## config.mk

```make
export PLATFORM = sky130hd
export DESIGN_NAME = etsc_capture
export DESIGN_NICKNAME = d
export VERILOG_FILES = /design/src/core/etsc_pkg.sv /design/src/core/etsc_capture.sv /design/src/core/etsc_sample_store.sv
export VERILOG_INCLUDE_DIRS = /design/src /design/src/core
export SDC_FILE = /design/constraint.sdc
export NUM_CORES = 1
export LEC_CHECK = 0
export BUFFER_PORTS_ARGS = -buffer_cell sky130_fd_sc_hd__buf_4
export CAP_MARGIN = 20
export CORE_MARGIN = 4
export CORE_UTILIZATION = 40
export CTS_CLUSTER_DIAMETER = 50
export DETAILED_ROUTE_END_ITERATION = 6
export PLACE_DENSITY = 0.56
export REMOVE_ABC_BUFFERS = 1
export SLEW_MARGIN = 40
export SYNTH_ARGS = -nofsm -noshare
export SYNTH_HDL_FRONTEND = slang
export SYNTH_SLANG_ARGS = --single-unit
```

## constraint.sdc

```tcl
create_clock -name clk -period 2.2 [get_ports clk]
set_input_delay 0.66 -clock clk [delete_from_list [all_inputs] [get_ports clk]]
set_output_delay 0.66 -clock clk [all_outputs]
set_load 0.01 [all_outputs]
```

## src/core/etsc_regs.svh

```systemverilog
`ifndef ETSC_REGS_SVH
`define ETSC_REGS_SVH

// Byte offsets of the capture registers, one 16-bit register per offset.
`define ETSC_S1_NSL      11'h424
`define ETSC_S1_NSH      11'h426
`define ETSC_S1_SL       11'h428
`define ETSC_S1_SH       11'h42a
`define ETSC_S1_SUB      11'h42c
`define ETSC_S2_NSL      11'h434
`define ETSC_S2_NSH      11'h436
`define ETSC_S2_SL       11'h438
`define ETSC_S2_SH       11'h43a
`define ETSC_S2_SUB      11'h43c

// Field positions.
`define ETSC_NSH_EDGE_BIT  14
`define ETSC_CFG_RISE_BIT  7
`define ETSC_CFG_FALL_BIT  6

// Reset value of every capture register.
`define ETSC_REG_RESET   16'h0000

// Samples held by the unit.
`define ETSC_SAMPLES     2

`endif

```

## src/core/etsc_pkg.sv

```systemverilog
package etsc_pkg;

    typedef struct packed {
        logic [31:0] sec;
        logic [29:0] ns;
        logic [2:0]  sub;
    } etsc_time_t;

    typedef struct packed {
        etsc_time_t  t;
        logic        rising;
    } etsc_sample_t;

    typedef struct packed {
        logic        rd;
        logic [10:0] addr;
    } etsc_rd_req_t;

endpackage : etsc_pkg

```

## src/core/etsc_capture.sv

```systemverilog
`timescale 1ns/1ps
`include "etsc_regs.svh"

module etsc_capture
    import etsc_pkg::*;
#(
    parameter int ADDR_W = 11
)
(
    input  wire logic         clk,
    input  wire logic         resetn,
    input  wire logic         event_pin,
    input  wire etsc_time_t   ptp_time,
    input  wire logic [15:0]  unit_cfg,
    input  wire logic         rearm,
    input  wire etsc_rd_req_t rd_req,
    output logic [15:0]       rd_data_ff,
    output logic              rd_valid_ff,
    output logic [1:0]        captured_ff
);

    // The decode below is written for the fixed 11-bit offset space.
    if (ADDR_W != 11) begin : g_addr_w_check
        $error("etsc_capture serves an 11-bit register address only");
    end

    logic         pin_prev_ff;
    logic         seen_ff;
    logic         nxt_pin_prev;
    logic         nxt_seen;
    logic [1:0]   nxt_captured;
    logic         rise_evt;
    logic         fall_evt;
    logic         evt_take;
    logic         load_first;
    logic         load_second;
    logic [1:0]   count_base;
    etsc_sample_t new_sample;
    etsc_sample_t s1_ff;
    etsc_sample_t s2_ff;
    logic [15:0]  rd_mux;
    logic [15:0]  nxt_rd_data;

    // The first edge after reset only primes the history, so a pin that
    // idles high is not mistaken for a rising edge.
    assign nxt_pin_prev = event_pin;
    assign nxt_seen     = 1'b1;
    assign rise_evt     = seen_ff & event_pin & ~pin_prev_ff;
    assign fall_evt     = seen_ff & ~event_pin & pin_prev_ff;
    assign evt_take     = (rise_evt & unit_cfg[`ETSC_CFG_RISE_BIT]) |
                          (fall_evt & unit_cfg[`ETSC_CFG_FALL_BIT]);

    // A rearm in the same cycle as an event restarts the count with that
    // event as the first sample, so the event is never lost.
    assign count_base  = rearm ? 2'd0 : captured_ff;
    assign load_first  = evt_take & (count_base == 2'd0);
    assign load_second = evt_take & (count_base == 2'd1);
    assign nxt_captured = (evt_take && count_base != 2'd2) ?
                          count_base + 2'd1 : count_base;

    // One struct from one input port gives every field the same instant.
    assign new_sample = '{t: ptp_time, rising: rise_evt};

    etsc_sample_store u_first (
        .clk       (clk),
        .resetn    (resetn),
        .load      (load_first),
        .sample_in (new_sample),
        .sample_ff (s1_ff)
    );

    etsc_sample_store u_second (
        .clk       (clk),
        .resetn    (resetn),
        .load      (load_second),
        .sample_in (new_sample),
        .sample_ff (s2_ff)
    );

    // Read decode; unmapped and reserved offsets read as zero.
    always_comb begin
        unique case (rd_req.addr)
            `ETSC_S1_NSL: rd_mux = s1_ff.t.ns[15:0];
            `ETSC_S1_NSH: rd_mux = {1'b0, s1_ff.rising,
                                    s1_ff.t.ns[29:16]};
            `ETSC_S1_SL:  rd_mux = s1_ff.t.sec[15:0];
            `ETSC_S1_SH:  rd_mux = s1_ff.t.sec[31:16];
            `ETSC_S1_SUB: rd_mux = {13'h0000, s1_ff.t.sub};
            `ETSC_S2_NSL: rd_mux = s2_ff.t.ns[15:0];
            `ETSC_S2_NSH: rd_mux = {1'b0, s2_ff.rising,
                                    s2_ff.t.ns[29:16]};
            `ETSC_S2_SL:  rd_mux = s2_ff.t.sec[15:0];
            `ETSC_S2_SH:  rd_mux = s2_ff.t.sec[31:16];
            `ETSC_S2_SUB: rd_mux = {13'h0000, s2_ff.t.sub};
            default:      rd_mux = `ETSC_REG_RESET;
        endcase
    end

    // Data is held between reads so a slow host may sample it late.
    assign nxt_rd_data = rd_req.rd ? rd_mux : rd_data_ff;

    always_ff @(posedge clk) begin
        if (!resetn) begin
            pin_prev_ff <= 1'b0;
            seen_ff     <= 1'b0;
            captured_ff <= 2'd0;
            rd_data_ff  <= `ETSC_REG_RESET;
            rd_valid_ff <= 1'b0;
        end else begin
            pin_prev_ff <= nxt_pin_prev;
            seen_ff     <= nxt_seen;
            captured_ff <= nxt_captured;
            rd_data_ff  <= nxt_rd_data;
            rd_valid_ff <= rd_req.rd;
        end
    end
endmodule : etsc_capture

```

## src/core/etsc_sample_store.sv

```systemverilog
`timescale 1ns/1ps
`include "etsc_regs.svh"

module etsc_sample_store
    import etsc_pkg::*;
(
    input  wire logic         clk,
    input  wire logic         resetn,
    input  wire logic         load,
    input  wire etsc_sample_t sample_in,
    output etsc_sample_t      sample_ff
);

    etsc_sample_t nxt_sample;

    // The whole sample is taken in one edge so its fields never mix events.
    assign nxt_sample = load ? sample_in : sample_ff;

    always_ff @(posedge clk) begin
        if (!resetn) begin
            sample_ff <= '0;
        end else begin
            sample_ff <= nxt_sample;
        end
    end

endmodule : etsc_sample_store

```

# --- Word level (Yosys, flattened, before mapping) ---
# Index checks and enable logic that the tools add are counted.
totals:
  register_bits: 153
  latchBits: 0
  ram_bits: 0
  rom_bits: 0
  input_bits: 97
  output_inout_bits: 19
  n_memories: 0
classes:
  n_addsub: 1
  multipliers: 0
  div: 0
  magnitude_cmp: 0
  n_eq_ne: 12
  n_shift: 0
  n_mux: 4
  bitwise_logic: 11
  n_reduce_logical: 2
op_table:
  columns: ["operator", "count"]
  rows:
  - ["one-hot mux 16 bit (10 select lines)", 1]
  - ["== test 11 bit, second input constant", 10]
  - ["AND 1 bit", 8]
  - ["2-to-1 mux 2 bit", 2]
  - ["adder 2 x 1 -> 2 bit, second input constant", 1]
  - ["== test 2 x 1 -> 1 bit, second input constant", 1]
  - ["zero test 2 bit", 1]
  - ["!= test 2 bit, second input constant", 1]
  - ["NOT 1 bit", 2]
  - ["logical AND 1 bit", 1]
  - ["2-to-1 mux 1 bit", 1]
  - ["bitwise OR 1 bit", 1]

# --- Logic depth before layout (Yosys ltp) ---
depth:
  word_depth: 7
  ltp_mapped: 8
  ltp_nobuf: 6

# --- Cells and area by module ---
# From an unflattened synthesis, not the netlist that was laid out.
hier_totals:
  hier_cells: 650
  hier_area_um2: 7048.0
by_module_without_submodules:
  columns: ["module", "n_inst", "cells_per_inst", "area_each_um2", "seq_area_each_um2"]
  rows:
  - ["etsc_sample_store", 2, 213, 2544.9, 1321.3]
  - ["etsc_capture", 1, 224, 1958.1, 420.4]

# --- Least setup slack after synthesis ---
# OpenSTA, ideal clock, no wires.
synth_path:
  kind: "input to register"
  startpoint: "input rd_req[1] (netlist name)"
  endpoint: "register rd_data_ff[9]"
  setup_time_ns: 0.117
  arrival_time_ns: 1.892
  required_ns: 2.083
  path_slack_ns: 0.191
  path_stages: 7
  path_buffers: 2
  cell_sequence: "buf_4 > buf_2 > mux2i_1 > nor3_1 > a2111oi_0 > nand3_1 > a22o_1"
synth_via:
  elab_chain_cells: 2
synth_lines:
  columns: ["item", "line_no", "rtl"]
  rows:
  - ["from (decl)", "etsc_capture.sv:16", "input wire etsc_rd_req_t rd_req,"]
  - ["== test 11 bit", "etsc_capture.sv:82", "unique case (rd_req.addr)"]
  - ["one-hot mux 16 bit (10 select lines) *", "etsc_capture.sv:82", null]
  - ["to (signal assigned)", "etsc_capture.sv:107", "rd_data_ff <= `ETSC_REG_RESET;"]
  - ["to (signal assigned)", "etsc_capture.sv:113", "rd_data_ff <= nxt_rd_data;"]
  - ["to (decl)", "etsc_capture.sv:17", "output logic [15:0] rd_data_ff,"]
# Mark *: on every way between the ends. The rest lies on a longest branch, timed or not.
# A chain may end at the register's enable or synchronous reset.

# --- Final worst setup path ---
layout_path:
  startpoint: "input rd_req[7] (netlist name)"
  endpoint: "register rd_data_ff[13]"
# The elaborated chain is that of the path after synthesis.

==> qor.yml <==
outcome: "completed"
io_buffers: 101
fmax_mhz: 541
synth_top_area_share: 0.443
worstPathMaxFanout: 9
drt_iter0_drc: 473
antenna_cells: 0
finalCritPeriodShare: 0.840
grt_pass1_wl_um: 31500
yosysWarnings: 0
antenna_found_initial: 0
final_util: 0.511
n_fill_cell: 1600
setup_slack_ns: 0.353
dpl.hpwl_um: 13300
syn_to_final_growth_pct: 23.9
io_pins: 116
routed_wirelength_um: 19700
synth-edff-count: 0
slowest_delay_ns: 0.61
syn_area_per_cell_um2: 8.47
synth_flop_cell: "dfxtp_1"
clk_pin_slew_ns: 0.05
synthArstFlopShare: 0
maxSlewViolCount: 0
fin_cells: 1147
ir_worst_vdd_mv: 0.527
top_usage_layer: "met2"
cts_tree: "done"
setup_violations: 0
drt_first_pass_iters: 5
grt_pass1_vias: 6120
hold_viol: 0
viasPerCell: 5.29
grt_use_met3: 0.0449
hold_ws_ns: 0.460
vias: 6071
synth_top_cells_by_area: "dfxtp_1, nand2_1, a21boi_0, mux2i_1, clkbuf_1"
ctsHoldBuffers: 0
grtUsageTotal: 0.203
clock_latency_ns: 0.42
cts-resized-gates: 0
dieArea_um2: 19400
nets: 1018
gp_congestion: 0.822
netlist_instances: 816
wl_per_cell_um: 17.2
dp_worst_setup_slack_ns: -0.179
path_class: "in2reg"
relSlewSlack: 0.612
synthXorXnorAreaFrac: 0.00127
rsz0062_at_grt: "false"
synthAdderAreaFrac: 0.00543
synth_area_leader_cell: "dfxtp_1"
clockBufferDepth: 2
clock_tree.root_cell: "clkbuf_16"
synth_simple_gate_area_frac: 0.226
ys_ff_latch: 153
rrSetupSlack_ns: 0.55
finalCriticalPeriod_ns: 1.85
crit_required_ns: 2.56
synth_top_family_by_area: "simple AND/OR/NAND/NOR gates"
muxShareOfSynthArea: 0.0536
grt_max_degree: 131
cp_data_arrival_time_ns: 2.21
ctsHtreeMaxLevel: 4
ant_nets: 0
max_slew.worst_pin.slew_ns: 0.579
start_util: 0.412
cp_slowest_cell: "or4b_4"
cp-start-kind: "input pin"
synth_compound_area_frac: 0.224
core_area_um2: 16800
drcViolationCount: 0
row_count: 47
overflow: 0
p_leak_nw: 3.13
cts_setup_buffers: 0
drive_gt1_frac: 0.210
endpoint_kind: "flop"
synth-seq-area-share: 0.443
fp.dieW_um: 139
skew_ns: 0.00649
ys_types: 56
cts.sinks: 153
worstHoldPathType: "reg2reg"
fp.dieH_um: 139
power_density_nw_per_um2: 686
grt_use_met2: 0.332
numCtsBuffers: 17
syn-cell-area_um2: 6910
maxCapViolCount: 0
crit_chain: "buf_4 > or4b_4 > nor2_4 > nand3_2 > a21oi_1 > a221o_1"
setup_tns_ns: 0
grt_use_met1: 0.266
placedCellCount: 1119
==> layout make-up <==
type / instances / area (um^2) / area share
clock inverters: 4 / 22.5 / 0.00263
inverters: 4 / 15.0 / 0.00175
well taps: 220 / 275 / 0.0321
flip-flops and latches: 153 / 3060 / 0.358
multi-input cells: 597 / 3540 / 0.413
repair buffers: 145 / 1180 / 0.137
clock buffers: 24 / 472 / 0.0551
==> cell usage after synthesis (5+ instances only) <==
| cell | number |
|---|---|
| a22o_1 | 7 |
| nand2_1 | 282 |
| nor2b_1 | 9 |
| nand3b_1 | 6 |
| nand2b_1 | 5 |
| buf_4 | 7 |
| a21boi_0 | 133 |
| and2_1 | 6 |
| nor2_1 | 16 |
| mux2i_1 | 19 |
| o22ai_1 | 6 |
| nand3_1 | 6 |
| a221oi_1 | 9 |
| dfxtp_1 | 153 |
| o21ai_0 | 10 |
| a21oi_1 | 10 |
| clkbuf_1 | 34 |
| a32oi_1 | 6 |
| buf_2 | 18 |
| mux2_2 | 8 |
| a22oi_1 | 7 |
| nor3_1 | 5 |
==> cells by family (layout without fill, tap and decap cells) <==
kind of cell,Yosys count,count (layout)
xor gates and xnor gates,1,1
DFF,153,153
muxes,31,31
adders and majority gates,3,3
buffers and inverters,66,177
and+or+nand+nor,355,355
AOI/OAI and AO/OA,207,207
==> worst paths after layout <==
kind	start	depth (start not counted)	endpoint
min	u_first.sample_ff[45]	2	u_first.sample_ff[45]
min reg2reg	u_first.sample_ff[45]	2	u_first.sample_ff[45]
max reg2reg	u_second.sample_ff[27]	6	rd_data_ff[7]
max	rd_req[7]	6	rd_data_ff[13]
==> critical path, delay by kind of cell <==
kind | cells | cell delay [ns]
buf+inv | 1 | 0.11
simple gates | 3 | 0.97
compound gates | 2 | 0.46
==> cell usage in the layout, fill, tap and decap left out, types with 9 or more instances in the layout <==
master / netlist / final
nand2_1: 282 / 280
dfxtp_1: 153 / 153
buf_4: 7 / 138
a21boi_0: 133 / 133
mux2i_1: 19 / 19
clkbuf_16: 0 / 17
nor2_1: 16 / 16
a21oi_1: 10 / 10
o21ai_0: 10 / 10
a221oi_1: 9 / 9
==> power breakdown <==
group	internal, mW	total, mW	leakage [nW]	switching [mW]
Sequential	2.82	2.85	1.24	0.0258
Combinational	0.246	0.509	1.65	0.262
Clock	1.47	2.52	0.242	1.05
Total	4.54	5.88	3.13	1.34
==> routing by layer <==
layer  wire, um  part of all wire
met3       1320             0.067
met4        356             0.018
met2       9310              0.47
met1       8710              0.44
met5          0                 0
==> sequential cells by signal, summed over array words and instances (netlist names) <==
| name | cells |
|---|---|
| u_first.sample_ff | 66 |
| captured_ff | 2 |
| rd_valid_ff | 1 |
| rd_data_ff | 16 |
| pin_prev_ff | 1 |
| seen_ff | 1 |
| u_second.sample_ff | 66 |
==> metrics by stage <==
step / cell area (um^2) / total power, mW
after floorplan: 6610 / 3.08
after global placement: 8070 / 3.41
after detailed placement: 8070 / 3.42
after CTS: 8560 / 5.94
after global routing: 8560 / 6.10
final: 8560 / 5.88
Power figures use the tool's default switching activity.
